## src/pmx_pkg.sv

```systemverilog
// Shared constants, types and reset values of the power-management event block
package pmx_pkg;

  // ****************************************************************
  // Register offsets from the power-management I/O base
  // ****************************************************************
  localparam logic [15:0] OFS_EVENT_STATUS  = 16'h0000;  // 16-bit, low half of dword 0
  localparam logic [15:0] OFS_EVENT_ENABLE  = 16'h0002;  // 16-bit, high half of dword 0
  localparam logic [15:0] OFS_SLEEP_CONTROL = 16'h0004;  // 32-bit, dword 1

  // ****************************************************************
  // Field positions
  // ****************************************************************
  localparam int BIT_TICK_WRAP      = 0;   // Status and enable
  localparam int BIT_FW_NOTIFY      = 5;   // Status and enable
  localparam int BIT_BUTTON         = 8;   // Status and enable
  localparam int BIT_ALARM          = 10;  // Status and enable
  localparam int BIT_ROUTE_SELECT   = 0;   // Control
  localparam int BIT_FW_RELEASE     = 2;   // Control, write only
  localparam int BIT_SLEEP_KIND_LO  = 10;  // Control, 12:10
  localparam int BIT_SLEEP_GO       = 13;  // Control, write only

  // ****************************************************************
  // Reset values and options
  // ****************************************************************
  localparam logic [15:0] EVENT_ENABLE_RESET  = 16'h0000;
  localparam logic [31:0] SLEEP_CONTROL_RESET = 32'h0000_0000;
  localparam logic [2:0]  SYNC_RESET          = 3'h1;  // {override, alarm, button_n}
  localparam logic        DOZE_WITH_HALT      = 1'b1;  // Stop-grant also drives doze
  localparam int          ALARM_WELL_W        = 5;     // {alarm_sts, kind[2:0], alarm_en}
  localparam int          RESUME_WELL_W       = 2;     // {button_sts, button_en}

  // ****************************************************************
  // Sleep kinds
  // ****************************************************************
  typedef enum logic [2:0] {
    KIND_ON      = 3'b000,
    KIND_HALT    = 3'b001,
    KIND_RSV2    = 3'b010,
    KIND_RSV3    = 3'b011,
    KIND_RSV4    = 3'b100,
    KIND_RAM     = 3'b101,
    KIND_DISK    = 3'b110,
    KIND_OFF     = 3'b111
  } pmx_kind_e;

  // ****************************************************************
  // I/O request carrier
  // ****************************************************************
  typedef struct packed {
    logic [15:0] addr;   // Byte address, dword aligned
    logic        wr;     // Write strobe, one cycle
    logic        rd;     // Read strobe, one cycle
    logic [3:0]  be;     // Byte enables
    logic [31:0] wdata;
  } pmx_io_req_s;

  // ****************************************************************
  // Core-well state
  // ****************************************************************
  typedef struct packed {
    logic [2:0]  sync1;      // First synchroniser stage
    logic [2:0]  sync2;      // Second synchroniser stage
    logic        alarm_d;    // Previous synchronised alarm
    logic        tick_d;     // Previous timer bit 22
    logic        tick_sts;
    logic        fw_sts;
    logic        route;
    pmx_kind_e   sleep_act;  // Sleep state being held
    logic        fw_event;
    logic        mgmt_n;
    logic        os_irq;
    logic        wake;
    logic        halt_n;
    logic        doze_n;
    logic        s3_n;
    logic        s4_n;
    logic        s5_n;
    logic [31:0] rdata;
  } pmx_core_s;

  localparam pmx_core_s CORE_RESET = '{
    sync1: SYNC_RESET, sync2: SYNC_RESET, alarm_d: 1'b0, tick_d: 1'b0,
    tick_sts: 1'b0, fw_sts: 1'b0, route: 1'b0, sleep_act: KIND_ON,
    fw_event: 1'b0, mgmt_n: 1'b1, os_irq: 1'b0, wake: 1'b0,
    halt_n: 1'b1, doze_n: 1'b1, s3_n: 1'b1, s4_n: 1'b1, s5_n: 1'b1,
    rdata: 32'h0000_0000};

endpackage

```

## src/pmx_well_bank.sv

```systemverilog
// Register bank for one power well with its own reset
`timescale 1ns/1ps
`default_nettype none

module pmx_well_bank
#(
  parameter int W = 2
)
(
  input  wire logic         clk,
  input  wire logic         rst_n,
  input  wire logic         wipe,
  input  wire logic [W-1:0] load_mask,
  input  wire logic [W-1:0] load_val,
  input  wire logic [W-1:0] set_mask,
  input  wire logic [W-1:0] clr_mask,
  output logic      [W-1:0] q
);

  logic [W-1:0] q_ff;
  logic [W-1:0] nxt_q;

  // ****************************************************************
  // Per-bit next value: load, then clear, then set wins over both
  // ****************************************************************
  for (genvar i = 0; i < W; i++)
  begin : g_bit
    always_comb
    begin
      if (set_mask[i])
        nxt_q[i] = 1'b1;
      else if (wipe || clr_mask[i])
        nxt_q[i] = 1'b0;
      else if (load_mask[i])
        nxt_q[i] = load_val[i];
      else
        nxt_q[i] = q_ff[i];
    end
  end

  // Well register, cleared only by this well's reset
  always_ff @(posedge clk or negedge rst_n)
  begin
    if (!rst_n)
      q_ff <= '0;
    else
      q_ff <= nxt_q;
  end

  assign q = q_ff;

endmodule

`default_nettype wire

```

## src/pmx_event_sleep.sv

```systemverilog
// Power-management event enable, status and sleep control block
`timescale 1ns/1ps
`default_nettype none

// Functional notes
// - 16-bit read/write event enable at base plus 02h, resets to zero.
// - Alarm enable bit 10 lets alarm status raise routed interrupt or wake.
// - Alarm enable survives all resets except alarm-well reset and button override.
// - Button enable bit 8 gates only the interrupt; status always sets.
// - A button press always counts as a wake source.
// - Firmware-notify enable bit 5 with its status raises the OS interrupt.
// - Tick-wrap enable bit 0 routes wrap status by route select, else nothing.
// - 32-bit sleep control at base plus 04h, resets to zero, mixed access.
// - Writing one to sleep-go bit 13 starts sleep of selected kind.
// - Sleep kind bits 12:10 cleared only by the alarm-well reset.
// - Kind 000 is on; 001 asserts processor halt and doze; 010 to 100 reserved.
// - Kind 101 asserts only the third-level sleep output.
// - Kind 110 asserts third- and fourth-level sleep outputs.
// - Kind 111 asserts third-, fourth- and fifth-level sleep outputs.
// - Firmware-release bit 2 reads zero; writing one signals firmware.
// - Route select bit 0 steers alarm, button, wrap, general events: 0 mgmt.
// - Alarm status sets on the clock alarm, cleared by writing one.
// - Button status sets while the button input is low, regardless of enables.
// - Tick-wrap status sets when timer bit 22 falls.
// - Firmware release from firmware sets notify status, raising OS interrupt.
module pmx_event_sleep
(
  input  wire logic               CLOCK,
  input  wire logic               RESETN,
  input  wire logic               RESUME_RESETN,
  input  wire logic               ALARM_WELL_RESET_N,
  input  wire logic [15:0]        PM_IO_BASE,
  input  wire pmx_pkg::pmx_io_req_s IO_REQ,
  output logic      [31:0]        IO_RDATA,
  input  wire logic               BUTTON_INPUT_N,
  input  wire logic               BUTTON_OVERRIDE,
  input  wire logic               ALARM_INTR,
  input  wire logic               TICK_BIT22,
  input  wire logic               GENERAL_EVENT_STATUS,
  input  wire logic               OS_NOTIFY_RELEASE,
  output logic                    FW_EVENT,
  output logic                    MGMT_IRQ_N,
  output logic                    OS_EVENT_IRQ,
  output logic                    WAKE_EVENT,
  output logic                    CPU_HALT_REQ_N,
  output logic                    CPU_DOZE_N,
  output logic                    SLEEP3_OUT_N,
  output logic                    SLEEP4_OUT_N,
  output logic                    SLEEP5_OUT_N
);

  pmx_pkg::pmx_core_s st_ff;
  pmx_pkg::pmx_core_s nxt_st;

  logic [pmx_pkg::ALARM_WELL_W-1:0]  alarm_q;
  logic [pmx_pkg::ALARM_WELL_W-1:0]  alarm_load_mask;
  logic [pmx_pkg::ALARM_WELL_W-1:0]  alarm_load_val;
  logic [pmx_pkg::ALARM_WELL_W-1:0]  alarm_set;
  logic [pmx_pkg::ALARM_WELL_W-1:0]  alarm_clr;
  logic [pmx_pkg::RESUME_WELL_W-1:0] resume_q;
  logic [pmx_pkg::RESUME_WELL_W-1:0] resume_load_mask;
  logic [pmx_pkg::RESUME_WELL_W-1:0] resume_load_val;
  logic [pmx_pkg::RESUME_WELL_W-1:0] resume_set;
  logic [pmx_pkg::RESUME_WELL_W-1:0] resume_clr;

  logic                 hit_evt;
  logic                 hit_ctl;
  logic                 wr_sts_lo;
  logic                 wr_sts_hi;
  logic                 wr_en_lo;
  logic                 wr_en_hi;
  logic                 wr_ctl_lo;
  logic                 wr_ctl_hi;
  logic [15:0]          w_sts;
  logic [15:0]          w_en;
  logic [15:0]          w_ctl;
  logic                 alarm_en;
  logic [2:0]           sleep_kind;
  logic                 alarm_sts;
  logic                 button_en;
  logic                 button_sts;
  logic                 routed;
  logic                 sleeping;
  logic                 wake_now;
  logic [15:0]          rd_sts;
  logic [15:0]          rd_en;
  logic [15:0]          rd_ctl;
  logic                 en_fw_ff;
  logic                 en_tick_ff;

  // ****************************************************************
  // Address decode and write lanes
  // ****************************************************************
  always_comb
  begin
    hit_evt = 1'b0;
    hit_ctl = 1'b0;
    if (IO_REQ.addr[15:2] == PM_IO_BASE[15:2] + pmx_pkg::OFS_EVENT_STATUS[15:2])
      hit_evt = 1'b1;
    else if (IO_REQ.addr[15:2] == PM_IO_BASE[15:2] + pmx_pkg::OFS_SLEEP_CONTROL[15:2])
      hit_ctl = 1'b1;
  end

  // Status in bytes 0-1, enable in bytes 2-3 of the first dword
  assign wr_sts_lo = IO_REQ.wr && hit_evt && IO_REQ.be[0];
  assign wr_sts_hi = IO_REQ.wr && hit_evt && IO_REQ.be[1];
  assign wr_en_lo  = IO_REQ.wr && hit_evt && IO_REQ.be[2];
  assign wr_en_hi  = IO_REQ.wr && hit_evt && IO_REQ.be[3];
  assign wr_ctl_lo = IO_REQ.wr && hit_ctl && IO_REQ.be[0];
  assign wr_ctl_hi = IO_REQ.wr && hit_ctl && IO_REQ.be[1];
  assign w_sts     = IO_REQ.wdata[15:0];
  assign w_en      = IO_REQ.wdata[31:16];
  assign w_ctl     = IO_REQ.wdata[15:0];

  // ****************************************************************
  // Alarm well: alarm enable, sleep kind, alarm status
  // ****************************************************************
  assign alarm_en   = alarm_q[0];
  assign sleep_kind = alarm_q[3:1];
  assign alarm_sts  = alarm_q[4];

  // Loads from software, set from the clock alarm edge, write-one clears
  always_comb
  begin
    alarm_load_mask = {1'b0, {3{wr_ctl_hi}}, wr_en_hi};
    alarm_load_val  = {1'b0, w_ctl[pmx_pkg::BIT_SLEEP_KIND_LO +: 3],
                       w_en[pmx_pkg::BIT_ALARM]};
    alarm_set       = {st_ff.sync2[1] && !st_ff.alarm_d, 4'h0};
    alarm_clr       = {wr_sts_hi && w_sts[pmx_pkg::BIT_ALARM], 3'h0,
                       st_ff.sync2[2]};
  end

  pmx_well_bank #(.W(pmx_pkg::ALARM_WELL_W)) u_alarm_well
  (
    .clk       (CLOCK),
    .rst_n     (ALARM_WELL_RESET_N),
    .wipe      (1'b0),
    .load_mask (alarm_load_mask),
    .load_val  (alarm_load_val),
    .set_mask  (alarm_set),
    .clr_mask  (alarm_clr),
    .q         (alarm_q)
  );

  // ****************************************************************
  // Resume well: button enable and button status
  // ****************************************************************
  assign button_en  = resume_q[0];
  assign button_sts = resume_q[1];

  // Button status sets while the pin is low whatever the enable holds
  always_comb
  begin
    resume_load_mask = {1'b0, wr_en_hi};
    resume_load_val  = {1'b0, w_en[pmx_pkg::BIT_BUTTON]};
    resume_set       = {!st_ff.sync2[0], 1'b0};
    resume_clr       = {wr_sts_hi && w_sts[pmx_pkg::BIT_BUTTON], 1'b0};
  end

  pmx_well_bank #(.W(pmx_pkg::RESUME_WELL_W)) u_resume_well
  (
    .clk       (CLOCK),
    .rst_n     (RESUME_RESETN),
    .wipe      (1'b0),
    .load_mask (resume_load_mask),
    .load_val  (resume_load_val),
    .set_mask  (resume_set),
    .clr_mask  (resume_clr),
    .q         (resume_q)
  );

  // ****************************************************************
  // Event routing and wake sources
  // ****************************************************************
  assign routed   = (alarm_en && alarm_sts)
                 || (button_en && button_sts)
                 || (en_tick_ff && st_ff.tick_sts)
                 || GENERAL_EVENT_STATUS;
  assign sleeping = (st_ff.sleep_act != pmx_pkg::KIND_ON);
  // Button press wakes regardless of its enable
  assign wake_now = sleeping && ((alarm_en && alarm_sts) || button_sts);

  // Read-back images; write-only bits read as zero
  assign rd_sts = {5'h00, alarm_sts, 1'b0, button_sts, 2'h0, st_ff.fw_sts, 4'h0,
                   st_ff.tick_sts};
  assign rd_en  = {5'h00, alarm_en, 1'b0, button_en, 2'h0, en_fw_ff, 4'h0, en_tick_ff};
  assign rd_ctl = {2'h0, 1'b0, sleep_kind, 7'h00, 1'b0, 1'b0, st_ff.route};

  // ****************************************************************
  // Core-well enable bits kept outside the state record
  // ****************************************************************
  // Firmware-notify and tick-wrap enables
  always_ff @(posedge CLOCK or negedge RESETN)
  begin
    if (!RESETN)
    begin
      en_fw_ff   <= pmx_pkg::EVENT_ENABLE_RESET[pmx_pkg::BIT_FW_NOTIFY];
      en_tick_ff <= pmx_pkg::EVENT_ENABLE_RESET[pmx_pkg::BIT_TICK_WRAP];
    end
    else if (wr_en_lo)
    begin
      en_fw_ff   <= w_en[pmx_pkg::BIT_FW_NOTIFY];
      en_tick_ff <= w_en[pmx_pkg::BIT_TICK_WRAP];
    end
  end

  // ****************************************************************
  // Core next-state logic
  // ****************************************************************
  always_comb
  begin
    logic       mgmt_lvl;
    logic       os_lvl;
    logic       tick_lvl;
    pmx_pkg::pmx_kind_e kind_v;
    mgmt_lvl = 1'b0;
    os_lvl   = 1'b0;
    tick_lvl = 1'b0;
    kind_v   = pmx_pkg::KIND_ON;
    nxt_st   = st_ff;

    // Pin synchronisers; stage one feeds stage two only
    nxt_st.sync1   = {BUTTON_OVERRIDE, ALARM_INTR, BUTTON_INPUT_N};
    nxt_st.sync2   = st_ff.sync1;
    nxt_st.alarm_d = st_ff.sync2[1];
    nxt_st.tick_d  = TICK_BIT22;

    // Sticky status, set wins over a write-one clear
    if (wr_sts_lo && w_sts[pmx_pkg::BIT_TICK_WRAP])
      nxt_st.tick_sts = 1'b0;
    if (st_ff.tick_d && !TICK_BIT22)
      nxt_st.tick_sts = 1'b1;
    if (wr_sts_lo && w_sts[pmx_pkg::BIT_FW_NOTIFY])
      nxt_st.fw_sts = 1'b0;
    if (OS_NOTIFY_RELEASE)
      nxt_st.fw_sts = 1'b1;

    // Route select and firmware release
    if (wr_ctl_lo)
      nxt_st.route = w_ctl[pmx_pkg::BIT_ROUTE_SELECT];
    nxt_st.fw_event = wr_ctl_lo && w_ctl[pmx_pkg::BIT_FW_RELEASE];

    // Sleep start and wake-up
    if (wake_now)
      nxt_st.sleep_act = pmx_pkg::KIND_ON;
    if (wr_ctl_hi && w_ctl[pmx_pkg::BIT_SLEEP_GO])
      nxt_st.sleep_act = pmx_pkg::pmx_kind_e'(w_ctl[pmx_pkg::BIT_SLEEP_KIND_LO +: 3]);
    kind_v = nxt_st.sleep_act;

    // Interrupt levels from enabled status
    tick_lvl = en_tick_ff && st_ff.tick_sts;
    mgmt_lvl = !st_ff.route && (routed || tick_lvl);
    os_lvl   = (st_ff.route && routed) || (en_fw_ff && st_ff.fw_sts);
    nxt_st.mgmt_n = !mgmt_lvl;
    nxt_st.os_irq = os_lvl;
    nxt_st.wake   = wake_now;

    // Sleep outputs by kind
    nxt_st.halt_n = 1'b1;
    nxt_st.doze_n = 1'b1;
    nxt_st.s3_n   = 1'b1;
    nxt_st.s4_n   = 1'b1;
    nxt_st.s5_n   = 1'b1;
    case (kind_v)
      pmx_pkg::KIND_HALT:
      begin
        nxt_st.halt_n = 1'b0;
        nxt_st.doze_n = !pmx_pkg::DOZE_WITH_HALT;
      end
      pmx_pkg::KIND_RAM:
        nxt_st.s3_n = 1'b0;
      pmx_pkg::KIND_DISK:
      begin
        nxt_st.s3_n = 1'b0;
        nxt_st.s4_n = 1'b0;
      end
      pmx_pkg::KIND_OFF:
      begin
        nxt_st.s3_n = 1'b0;
        nxt_st.s4_n = 1'b0;
        nxt_st.s5_n = 1'b0;
      end
      default:
        nxt_st.halt_n = 1'b1;                           // On and reserved kinds
    endcase

    // Registered read data; unmapped reads return zero
    if (IO_REQ.rd && hit_evt)
      nxt_st.rdata = {rd_en, rd_sts};
    else if (IO_REQ.rd && hit_ctl)
      nxt_st.rdata = {16'h0000, rd_ctl};
    else if (IO_REQ.rd)
      nxt_st.rdata = 32'h0000_0000;
  end

  // Core state register
  always_ff @(posedge CLOCK or negedge RESETN)
  begin
    if (!RESETN)
      st_ff <= pmx_pkg::CORE_RESET;
    else
      st_ff <= nxt_st;
  end

  // ****************************************************************
  // Outputs, all from flip-flops
  // ****************************************************************
  assign IO_RDATA       = st_ff.rdata;
  assign FW_EVENT       = st_ff.fw_event;
  assign MGMT_IRQ_N     = st_ff.mgmt_n;
  assign OS_EVENT_IRQ   = st_ff.os_irq;
  assign WAKE_EVENT     = st_ff.wake;
  assign CPU_HALT_REQ_N = st_ff.halt_n;
  assign CPU_DOZE_N     = st_ff.doze_n;
  assign SLEEP3_OUT_N   = st_ff.s3_n;
  assign SLEEP4_OUT_N   = st_ff.s4_n;
  assign SLEEP5_OUT_N   = st_ff.s5_n;

endmodule

`default_nettype wire

```

## config.mk

```make
export PLATFORM = sky130hd
export DESIGN_NAME = pmx_event_sleep
export DESIGN_NICKNAME = d
export VERILOG_FILES = /design/src/pmx_pkg.sv /design/src/pmx_well_bank.sv /design/src/pmx_event_sleep.sv
export SDC_FILE = /design/constraint.sdc
export NUM_CORES = 1
export LEC_CHECK = 0
export BUFFER_PORTS_ARGS = -buffer_cell sky130_fd_sc_hd__buf_2
export CORE_MARGIN = 4
export CORE_UTILIZATION = 48
export CTS_BUF_LIST = sky130_fd_sc_hd__clkbuf_4 sky130_fd_sc_hd__clkbuf_8
export CTS_CLUSTER_DIAMETER = 40
export CTS_CLUSTER_SIZE = 28
export DETAILED_ROUTE_END_ITERATION = 16
export PLACE_DENSITY = 0.83
export SETUP_SLACK_MARGIN = 0.2
export SYNTH_ARGS = -nofsm -noshare
export SYNTH_HDL_FRONTEND = slang
export SYNTH_HIERARCHICAL = 1
export SYNTH_SLANG_ARGS = --single-unit
```

## constraint.sdc

```tcl
create_clock -name CLOCK -period 1.39 [get_ports CLOCK]
set_input_delay 0.0695 -clock CLOCK [delete_from_list [all_inputs] [get_ports CLOCK]]
set_output_delay 0.0695 -clock CLOCK [all_outputs]
set_load 0.005 [all_outputs]
```

# ---- Word level (Yosys, flattened, before mapping)
# Cells that the tools add are included.
dict set report totals {
  reg_bits 63
  in_bits 80
  out_inout_bits 41
  elab_cells 97
}
dict set report op_classes {
  n_addsub 1
  eq_ne 7
  n_mux 22
  n_reduce_logical 43
}
# cell n
set op_table {}
lappend op_table {{$mux W32} 3}
lappend op_table {{$eq A14 B14 Y1} 2}
lappend op_table {{$logic_and A1 B1 Y1} 25}
lappend op_table {{$mux W1} 17}
lappend op_table {{$add A14 B1 Y14 const B} 1}
lappend op_table {{$eq A3 B3 Y1 const B} 3}
lappend op_table {{$reduce_bool A2 Y1} 4}
lappend op_table {{$logic_or A1 B1 Y1} 6}
lappend op_table {{$mux W3} 2}
lappend op_table {{$reduce_bool A3 Y1} 2}
lappend op_table {{$logic_not A1 Y1} 4}
lappend op_table {{$eq A3 B1 Y1 const B} 1}
lappend op_table {{$reduce_or A3 Y1} 1}
lappend op_table {{$ne A2 B1 Y1 const B} 1}
lappend op_table {{$reduce_or A2 Y1} 1}

# ---- Logic depth before layout (Yosys ltp)
# Gate-level depths: netlist of the first run.
dict set report depth {
  ltp_word 11
  depth_mapped 9
  depth_no_buf 9
}

# ---- Hierarchy
# Netlist of the first run, hierarchy kept.
# module n_inst cells_per_inst area_each_um2 seq_area_each_um2
set by_module_without_submodules {}
lappend by_module_without_submodules {pmx_event_sleep 1 235 2193.4 859.6}
lappend by_module_without_submodules {{pmx_well_bank at u_alarm_well} 1 20 231.5 125.1}
lappend by_module_without_submodules {{pmx_well_bank at u_resume_well} 1 8 92.6 50.0}

# ---- Worst setup path before layout of the first run
# Ideal clock, no wire load.
dict set report synth_path {
  path_kind {input-to-reg}
  startpoint {input port PM_IO_BASE[11]}
  endpoint {register u_alarm_well.q_ff[0] (netlist: u_alarm_well/q[0])}
  setup_ns 0.123
  t_arrival_ns 1.983
  t_required_ns 1.267
  setup_slack_ns -0.716
  stages 8
  path_buffers 2
  path_cell_list {buf_2 -> xor2_1 -> or4_1 -> nor4_2 -> clkbuf_1 -> and3_1 -> mux2i_1 -> o31ai_1}
}
dict set report synth_via {
  elab_chain_cells 5
}
# element line
set synth_lines {}
lappend synth_lines {{start, declared} pmx_event_sleep.sv:32} ;# input wire logic [15:0] PM_IO_BASE,
lappend synth_lines {{$eq A14 B14 Y1} pmx_event_sleep.sv:98} ;# if (IO_REQ.addr[15:2] == PM_IO_BASE[15:2] + pmx_pkg::OFS_EVENT_STATUS[15:2])
lappend synth_lines {{$mux W1} pmx_event_sleep.sv:98}
lappend synth_lines {{$logic_and A1 B1 Y1 (2 in a row)} pmx_event_sleep.sv:108} ;# assign wr_en_hi = IO_REQ.wr && hit_evt && IO_REQ.be[3];
lappend synth_lines {{via wr_en_hi} pmx_event_sleep.sv:71} ;# logic wr_en_hi;
lappend synth_lines {{$reduce_bool A2 Y1 (no source line)} -}
lappend synth_lines {{end signal, assigned} pmx_well_bank.sv:47} ;# q_ff <= nxt_q;
lappend synth_lines {{end, declared} pmx_well_bank.sv:20} ;# logic [W-1:0] q_ff;
# The timed path passes the listed nets, and every way through them passes these cells.
# A chain may end at the register's enable or synchronous reset.

# ---- Worst setup path after layout of the first run
dict set report layout_path {
  startpoint {input port PM_IO_BASE[8]}
  endpoint {register u_alarm_well.q_ff[3] (netlist: u_alarm_well/q[3])}
}
dict set report layout_via {
  elab_chain_cells 6
  elab_cells_between_ends 7
  classes_between {add/sub: 1; eq/ne: 2; mux: 2; reduce/logical: 2}
}
# element line
set layout_lines {}
lappend layout_lines {{$add A14 B1 Y14} pmx_event_sleep.sv:100} ;# else if (IO_REQ.addr[15:2] == PM_IO_BASE[15:2] + pmx_pkg::OFS_SLEEP_CONTROL[15:2])
lappend layout_lines {{$eq A14 B14 Y1} pmx_event_sleep.sv:100}
lappend layout_lines {{$mux W1} pmx_event_sleep.sv:100}
lappend layout_lines {{$mux W1 (*)} pmx_event_sleep.sv:98}
lappend layout_lines {{$logic_and A1 B1 Y1 (*) (2 in a row)} pmx_event_sleep.sv:110} ;# assign wr_ctl_hi = IO_REQ.wr && hit_ctl && IO_REQ.be[1];
lappend layout_lines {{via wr_ctl_hi} pmx_event_sleep.sv:73} ;# logic wr_ctl_hi;
# Mark *: on every way through the listed nets, which the timed path passes. The rest lies on a longest branch.

==> results of run 1 <==
-- routing by layer --
| layer | up-vias | wire (um) | global-route usage |
|---|---|---|---|
| li1 | 1119 | - | - |
| met1 | 1234 | 3060 | 0.269 |
| met2 | 126 | 4420 | 0.434 |
| met3 | 38 | 545 | 0.0415 |
| met4 | 0 | 532 | 0.103 |
| met5 | - | 0 | 0 |
-- state kept, by name (all words and copies together), names as in the netlist --
name / count
FW_EVENT: 1
alarm_clr: 1
rd_ctl: 1
u_resume_well/q: 2
en_fw_ff: 1
IO_RDATA: 10
OS_EVENT_IRQ: 1
st_ff: 6
WAKE_EVENT: 1
MGMT_IRQ_N: 1
en_tick_ff: 1
nxt_st: 4
SLEEP4_OUT_N: 1
SLEEP3_OUT_N: 1
SLEEP5_OUT_N: 1
u_alarm_well/q: 5
rd_sts: 2
CPU_DOZE_N: 1
-- layout make-up --
class / instances / share of cell area
Clock buffer: 7 / 0.0236
Clock inverter: 1 / 0.00786
Inverter: 20 / 0.0197
Multi-Input combinational cell: 205 / 0.413
Sequential cell: 41 / 0.271
Tap cell: 70 / 0.0229
Timing Repair Buffer: 128 / 0.242
-- worst max-delay path, cell delays in order --
cell and delay (ps):
buf_4 130, xnor2_2 200, a21boi_0 390, o221ai_2 230, a2111oi_4 250, o2111a_2 330
and3_4 240, mux2i_1 240, o31ai_1 110
-- synthesized netlist by cell type (2+ instances only) --
cell type / number / area share
nand3b_1: 3 / 0.0089
mux2i_1: 9 / 0.036
and3_1: 5 / 0.012
a21oi_1: 5 / 0.0099
or4_1: 2 / 0.0060
nand4_1: 5 / 0.012
buf_4: 33 / 0.098
nor2_1: 7 / 0.010
and2_1: 4 / 0.0099
o22ai_1: 3 / 0.0075
nand3_1: 15 / 0.030
o31ai_1: 7 / 0.021
mux2_2: 9 / 0.040
o21ai_0: 10 / 0.020
dfstp_2: 7 / 0.073
inv_1: 20 / 0.030
xor2_1: 7 / 0.024
a2111oi_0: 2 / 0.0070
nor3_1: 5 / 0.0099
nand2_1: 23 / 0.034
xnor2_1: 12 / 0.042
dfrtp_1: 34 / 0.34
a31oi_1: 3 / 0.0075
clkbuf_1: 4 / 0.0060
nor3b_1: 3 / 0.0089
nand4_4: 2 / 0.017
-- kinds of logic after synthesis --
logic type	after synthesis	synth area share
mux	18	0.0760
buf+inv	58	0.136
fa+ha+maj	1	0.00497
simple gates	84	0.195
xor+xnor	19	0.0661
other cells	1	0.00149
compound gates	41	0.109
flops	41	0.411
-- power breakdown --
part           internal, mW  total [mW]  leakage [nW]  switching [mW]
clock                 0.605        1.02        0.0619           0.417
combinational         0.284       0.619          1.21           0.335
sequential             1.23        1.25         0.503          0.0167
total                  2.12        2.89          1.78           0.769
-- what timing repair did --
action / in CTS / in global routing
setup buffers: 13 / 1
endpoints found under the hold margin: 27 / 0
pin swaps: 21 / 12
setup endpoints to repair: 30 / 31
hold buffers: 8 / 0
gates resized for setup: 47 / 35
-- how the worst max path moves through the flow --
stage / from / endpoint / depth (start not counted)
2_1_floorplan: PM_IO_BASE[12] / st_ff[41]$_DFF_PN0_ / 8
3_3_place_gp: PM_IO_BASE[2] / u_alarm_well/q[1]$_DFFE_PN0P_ / 10
3_5_place_dp: PM_IO_BASE[2] / u_alarm_well/q[2]$_DFFE_PN0P_ / 10
4_1_cts: PM_IO_BASE[7] / u_alarm_well/q[2]$_DFFE_PN0P_ / 11
5_1_grt: PM_IO_BASE[8] / u_alarm_well/q[3]$_DFFE_PN0P_ / 9
6_report: PM_IO_BASE[8] / u_alarm_well/q[3]$_DFFE_PN0P_ / 9
==> results.yml, run 1 <==
worst_setup_path:
  crit_fanout: 3
  critPathKind: "in2reg"
  worstSetupEndpointType: "register"
  r2r_start: "u_alarm_well/q[0]$_DFFE_PN0P_"
  cp_data_arrival_time_ps: 2200
  r2r_end: "CPU_DOZE_N$_DFF_PN1_"
  cp.required_ps: 1570
  cp-start-kind: "input port"
  r2r_slack_ps: -40
  r2r_cells: 4
min_path:
  hold_depth: 2
  worstHoldPathType: "in2reg"
  min_to: "en_tick_ff$_DFFE_PN0P_"
  min_from: "IO_REQ[16]"
sta:
  fmax_ghz: 0.497
  setup_viol: 30
  fin_crit_sh: 1.45
  setup_slack_ps: -624
  slew_violations: 0
  hold_violations: 0
  final.setup_skew_ps: 6.40
  rsz0062_at_grt: "true"
  holdWs_ps: 10.5
  finalCriticalPeriod_ps: 2010
  fin_setup_tns_ps: -13550
cells_and_area:
  drive_above_1_share: 0.468
  fillCellCount: 325
  area_delta_synth_final_pct: 51.7
  mostFrequentLayoutCell: "buf_2"
  final_util: 0.748
  multiInputGateArea_sq_um: 1580
  layout_common_cells: "65 x buf_2, 42 x conb_1, 34 x dfrtp_1"
  register_area_sq_um: 1030
  nNetsFinal: 482
  n_antenna_cell: 0
  instances_no_fill: 472
  finalInstanceArea_sq_um: 3820
clock_tree:
  insertion_delay_ps: 300
  htreeDepth: 2
  clock-root-buffer: "clkbuf_8"
  clock_path_buffers: 2
  clkSinkCount: 41
  numCtsBuffers: 5
  clkSlewWorstSetupHoldPaths_ps: 80
  cts_tree: "done"
floorplan:
  num_io_pins: 121
  start_util: 0.493
  dieWidth_um: 80.4
  die_h_um: 80.4
  die_area_sq_um: 6470
  num_rows: 26
  coreArea_sq_um: 5110
drt:
  drc: 0
  num_vias: 2517
  vias_per_cell: 5.33
  detail_route.wl_per_cell_um: 18.1
  first_iter_violations: 124
  antenna_left: 0
  drtPass1Iterations: 4
  routed_wl_um: 8560
yosys:
  ys_types: 50
  syn-instance-count: 263
  synth_seq_area_share: 0.411
  async_flop_share: 1.00
  synth-seq-cells: 41
  synth.avg_cell_area_sq_um: 9.57
  yosysWarnings: 6
  synth_ff_type: "dfrtp_1"
  synth-edff-count: 0
  netlist_area_sq_um: 2520
power:
  ir_worst_vdd_uv: 453
  power.leakage_nw: 1.78
  p_total_mw: 2.89
  power.density_nw_per_um2: 756
global_route:
  grt_use_total: 0.238
  grt_max_degree: 21
  grt_pass1_wl_um: 11800
  overflow: 0
  first_global_vias: 2461
  antenna_found_initial: 0
flow_run:
  max-cap-violations: 0
outcome:
  violations: "setup timing"
  outcome: "complete, but fails checks"
placed_design:
  gp_congestion: 0.836
  pre_cts_ws_ps: -833
  place_inst: 442
  place_area_sq_um: 3170
  io_buffers: 74
  dpl.hpwl_um: 4940
Power figures use the tool's default switching activity.
==> inputs of run 2 (changes only) <==
SYNTH_HIERARCHICAL = not set   (was 1)
==> run 2 against run 1 <==
Net effect: the flow still finishes with violations (setup timing); cell count is 5.7% lower; register-to-register slack better by 20 ps; sequential power down 3%; area after synthesis fell by 1.5%; fmax up 8.8%; die area fell by 1.4%; clock power shrank 19%; critical path depth stayed put; highest routed layer unchanged.
==> results.yml, run 2 <==
outcome:
  outcome: "complete, but fails checks"
  violations: "setup timing"
worst_setup_path:
  cp-start-kind: "input port"
  cp_common_cell: "nor4_4"
  r2r_start: "u_alarm_well.q[4]$_DFFE_PN0P_"
  critPathLaunch: "PM_IO_BASE[9]"
  crit_fanout: 6
  cp_slowest_cell: "or4_4"
  max_stage_delay_ps: 560
  worstSetupEndpointType: "register"
  cp_data_arrival_time_ps: 2080
  critPathKind: "in2reg"
  path_cells: "buf_8 -> xor2_2 -> or4_4 -> nor4_4 -> nor4_4 -> buf_4 -> o2111ai_4 -> buf_6 -> mux2i_1"
  cp.required_ps: 1610
yosys:
  ys_types: 49
  synth-simple-area-share: 0.188
  synth-compound-area-share: 0.129
  synth_top_area_cell: "dfrtp_1"
  synthDominantCellAreaShare: 0.343
  synth-edff-count: 0
  synth_seq_area_share: 0.417
  syn-instance-count: 253
  synth_xor_area_frac: 0.0636
  synth.avg_cell_area_sq_um: 9.80
  synth_top_family_by_area: "simple AND/OR/NAND/NOR gates"
  synth_ff_type: "dfrtp_1"
  netlist_area_sq_um: 2480
  synth-adder-area-share: 0.00505
  synthTopCellsByCount: "34 x dfrtp_1, 33 x buf_4, 19 x nand2_1"
  yosysWarnings: 0
  ys_top_cells_by_area: "dfrtp_1 34%, buf_4 10%, dfstp_2 7.4%"
  async_flop_share: 1.00
  yosysMostFrequentCell: "dfrtp_1"
  synth-seq-cells: 41
  synthMuxAreaShare: 0.0661
clock_tree:
  numCtsBuffers: 5
  insertion_delay_ps: 310
  clock-root-buffer: "clkbuf_8"
  clkSinkCount: 41
  clock_path_buffers: 2
  cts_tree: "done"
  htreeDepth: 2
  clkSlewWorstSetupHoldPaths_ps: 80
power:
  seqPwrFrac: 0.452
  comb_power_share: 0.241
  power.density_nw_per_um2: 686
  intPower_mw: 1.90
  clkPwrFrac: 0.307
  p_total_mw: 2.69
  switchingPower_mw: 0.790
  swShare: 0.294
  ir_worst_vdd_uv: 771
  power.leakage_nw: 1.79
sta:
  holdWs_ps: 12.1
  setup_viol: 30
  hold_violations: 0
  finalCriticalPeriod_ps: 1850
  fin_crit_sh: 1.33
  final.setup_skew_ps: 6.46
  worst_pin_slew_ps: 669
  fin_setup_tns_ps: -10180
  fmax_ghz: 0.540
  rsz0062_at_grt: "true"
  slew_violations: 0
  setup_slack_ps: -460
  slew_headroom: 0.551
min_path:
  min_from: "IO_REQ[21]"
  worstHoldPathType: "in2reg"
cells_and_area:
  register_area_sq_um: 1030
  multiInputGateArea_sq_um: 1670
  fillCellCount: 270
  n_antenna_cell: 0
  drive_above_1_share: 0.558
  area_delta_synth_final_pct: 58.1
  mostFrequentLayoutCell: "buf_2"
  nNetsFinal: 458
  largest_reg_flops: 10
  instances_no_fill: 445
  layout_common_cells: "63 x buf_2, 39 x buf_4, 34 x dfrtp_1"
global_route:
  grt_max_degree: 35
  grt_pass1_wl_um: 12900
  grt_use_total: 0.264
  antenna_found_initial: 0
  overflow: 0
  first_global_vias: 2517
floorplan:
  num_io_pins: 121
  die_area_sq_um: 6380
  start_util: 0.511
  num_rows: 25
  dieWidth_um: 79.9
  coreArea_sq_um: 4850
  die_h_um: 79.9
placed_design:
  place_inst: 415
  dpl.hpwl_um: 4900
  gp_congestion: 0.914
  pre_cts_ws_ps: -760
  io_buffers: 74
drt:
  num_vias: 2677
  routed_wl_um: 9650
  first_iter_violations: 304
  vias_per_cell: 6.02
  antenna_left: 0
  drtPass1Iterations: 5
  drc: 0
  detail_route.wl_per_cell_um: 21.7
flow_run:
  max-cap-violations: 0
run 2: cell types whose count changed after synthesis, moves of 3 or more:
| cell | change |
|---|---|
| o31ai_1 | -3 |
| mux2i_1 | -5 |
| a211oi_1 | +4 |
| nor4_1 | +3 |
| o2111ai_1 | +3 |
| nand2_1 | -4 |
| o21ai_0 | +3 |
| a31oi_1 | -3 |
| inv_1 | -6 |
run 2: worst max-delay path, delay by kind of cell:
kind,cells,cell delay (ps)
compound gates,1,180
xor+xnor,1,170
buf+inv,3,440
mux,1,210
simple gates,3,1000
run 2: power groups by stage:
stage	logic, mW	registers [mW]	clock network, mW
global route	0.679	1.22	0.878
detailed placement	0.452	1.24	0
floorplan	0.242	1.24	0
finish	0.648	1.21	0.824
global placement	0.440	1.24	0
CTS	0.538	1.21	0.809
run 2: area by class of cell:
type	count	area share
multi-input combinational	181	0.427
sequential	41	0.264
timing repair buffer	134	0.251
clock buffer	7	0.0214
tap	67	0.0214
inverter	14	0.0134
clock inverter	1	0.00192
run 2: per-layer routing:
metal / GRT usage / vias to the layer above / share of wire
met3: 0.0530 / 56 / 0.089
li1: - / 1099 / -
met4: 0.0963 / 0 / 0.045
met1: 0.324 / 1293 / 0.37
met5: 0 / - / 0
met2: 0.457 / 229 / 0.49
run 2: metrics by stage:
step | util | area, sq um
floorplan | - | 2690
global placement | 0.651 | 3160
detailed placement | 0.651 | 3160
CTS | 0.754 | 3660
global route | 0.808 | 3920
finish | 0.808 | 3920
run 2: kinds of logic after synthesis:
kind of cell | count (synthesis)
XOR/XNOR | 18
multiplexers | 15
AO/OA/AOI/OAI | 44
other | 1
AND/OR/NAND/NOR | 81
flip-flops | 41
buffers and inverters | 52
adder cells (fa/ha/maj) | 1
run 2: path summary, 6_finish.rpt:
check	endpoint	slack [ps]	depth (start not counted)
worst min-delay path	en_fw_ff$_DFFE_PN0P_	10	2
worst max register to register	SLEEP3_OUT_N$_DFF_PN1_	-20	4
worst max-delay path	CPU_DOZE_N$_DFF_PN1_	-460	9
min in group asynchronous	u_resume_well.q[1]$_DFFE_PN0P_	90	2
worst min register to register	nxt_st[48]$_DFF_PN0_	350	0
max in group asynchronous	SLEEP5_OUT_N$_DFF_PN1_	890	3
run 2: timing repair:
item                                   CTS  global route
setup buffers                            8             5
gates resized for setup                 53            46
setup endpoints to repair               30            31
hold buffers                             9             0
endpoints found under the hold margin   47             0
pin swaps                               17            12
==> inputs of run 3 (changes only) <==
CELL_PAD_IN_SITES_DETAIL_PLACEMENT = 1   (was not set)
CELL_PAD_IN_SITES_GLOBAL_PLACEMENT = 1   (was not set)
CORE_UTILIZATION = 35   (was 48)
PLACE_DENSITY = not set   (was 0.83)
PLACE_DENSITY_LB_ADDON = 0.1   (was not set)
==> run 3 against run 2 <==
Net effect: the run still ends with setup timing left; cell count grew 7.2%; worst setup slack gained 87 ps; combinational power shrank 8.6%; non-clock buffer count grew 3.
==> results.yml, run 3 (synthesis gave the netlist of run 2 again) <==
drt:
  routed_wl_um: 7790
  drtPass1Iterations: 4
  drc: 0
  first_iter_violations: 43
  num_vias: 2299
  antenna_left: 0
  detail_route.wl_per_cell_um: 16.3
  vias_per_cell: 4.82
worst_setup_path:
  path_cells: "buf_8 -> xnor2_4 -> or3_4 -> a2111o_1 -> nor4_4 -> buf_4 -> buf_6 -> buf_6 -> nand4_1 -> o31ai_1"
  cp-start-kind: "input port"
  max_stage_delay_ps: 450
  cp.required_ps: 1590
  cp_data_arrival_time_ps: 1970
  r2r_slack_ps: 50
  worstSetupEndpointType: "register"
  r2r_start: "u_alarm_well.q[0]$_DFFE_PN0P_"
  critPathLaunch: "PM_IO_BASE[7]"
  cp_slowest_cell: "a2111o_1"
  r2r_end: "SLEEP3_OUT_N$_DFF_PN1_"
  crit_fanout: 3
  critPathKind: "in2reg"
  r2r_cells: 5
  cp_common_cell: "buf_6"
cells_and_area:
  nNetsFinal: 461
  area_delta_synth_final_pct: 60.3
  largest_reg_flops: 10
  drive_above_1_share: 0.549
  finalInstanceArea_sq_um: 3970
  register_area_sq_um: 1030
  instances_no_fill: 477
  fillCellCount: 772
  n_antenna_cell: 0
  mostFrequentLayoutCell: "buf_2"
  layout_common_cells: "63 x buf_2, 47 x buf_4, 34 x dfrtp_1"
  multiInputGateArea_sq_um: 1610
global_route:
  grt_use_total: 0.176
  grt_pass1_wl_um: 12100
  antenna_found_initial: 0
  grt_max_degree: 35
  first_global_vias: 2445
  overflow: 0
placed_design:
  pre_cts_ws_ps: -764
  dpl.hpwl_um: 5480
  place_inst: 447
  gp_congestion: 0.805
  place_area_sq_um: 3200
  io_buffers: 74
outcome:
  violations: "setup timing"
  outcome: "complete, but fails checks"
power:
  switchingPower_mw: 0.753
  comb_power_share: 0.199
  seqPwrFrac: 0.409
  clkPwrFrac: 0.392
  power.density_nw_per_um2: 747
  power.leakage_nw: 1.81
  ir_worst_vdd_uv: 730
  intPower_mw: 2.21
  swShare: 0.254
sta:
  hold_violations: 0
  final.setup_skew_ps: 5.54
  slew_violations: 0
  setup_slack_ps: -374
  fin_crit_sh: 1.27
  finalCriticalPeriod_ps: 1760
  setup_viol: 30
  holdWs_ps: 3.87
  rsz0062_at_grt: "true"
  fmax_ghz: 0.567
clock_tree:
  clkSinkCount: 41
  clkSlewWorstSetupHoldPaths_ps: 90
  clock_path_buffers: 2
  htreeDepth: 2
  insertion_delay_ps: 300
  cts_tree: "done"
  numCtsBuffers: 5
  clock-root-buffer: "clkbuf_8"
flow_run:
  max-cap-violations: 0
floorplan:
  num_io_pins: 121
  die_area_sq_um: 8490
  start_util: 0.363
  dieWidth_um: 92.2
  num_rows: 30
  die_h_um: 92.2
  coreArea_sq_um: 6830
min_path:
  min_from: "IO_REQ[16]"
  worstHoldPathType: "in2reg"
  min_to: "en_tick_ff$_DFFE_PN0P_"
  hold_depth: 2
==> run 3: layer usage <==
layer / vias up / global-route usage / part of all wire
li1: 1103 / - / -
met1: 1131 / 0.227 / 0.41
met2: 61 / 0.312 / 0.54
met3: 4 / 0.0345 / 0.042
met4: 0 / 0.0248 / 0.0039
met5: - / 0 / 0
==> run 3: worst max path at each step <==
stage / endpoint / slack, ps / cells after the start
after CTS: rd_ctl[0]$_DFFE_PN0P_ / -410 / 9
after global routing: IO_RDATA[12]$_DFFE_PN0P_ / -490 / 10
after floorplan: st_ff[43]$_DFF_PN0_ / -540 / 6
after global placement: u_alarm_well.q[1]$_DFFE_PN0N_ / -740 / 9
final: IO_RDATA[12]$_DFFE_PN0P_ / -370 / 10
after detailed placement: u_alarm_well.q[2]$_DFFE_PN0N_ / -760 / 9
==> run 3: repair_timing <==
item	CTS	global route
pin swaps	12	14
hold buffers	8	0
setup endpoints to repair	30	31
setup buffers	10	3
gates cloned	0	1
gates resized for setup	55	27
endpoints found under the hold margin	39	0
==> run 3: layout make-up <==
type                       instances  area share
multi-input combinational        181       0.406
clock inverter                     3      0.0173
inverter                          14      0.0132
tap                               96      0.0302
sequential                        41       0.260
clock buffer                       5      0.0173
timing repair buffer             137       0.255
==> run 3: power groups by stage <==
stage	logic [mW]	clock network, mW	registers, mW
after floorplan	0.242	0	1.24
after global placement	0.453	0	1.24
after detailed placement	0.460	0	1.24
after CTS	0.562	1.19	1.21
after global routing	0.644	1.25	1.21
final	0.592	1.16	1.21
==> run 3: worst max-delay path: cells and delay by family <==
family	cells	cell delay, ps
AOI/OAI and AO/OA	2	700
and+or+nand+nor	3	550
buffers and inverters	4	500
xor gates and xnor gates	1	130
==> run 3: stage by stage <==
step                power (mW)   util  setup TNS (ps)
finish                    2.97  0.582           -9340
global route              3.11  0.582          -11440
CTS                       2.96  0.554          -10160
detailed placement        1.70  0.469          -19520
global placement          1.69  0.469          -18680
floorplan                 1.48      -           -9650
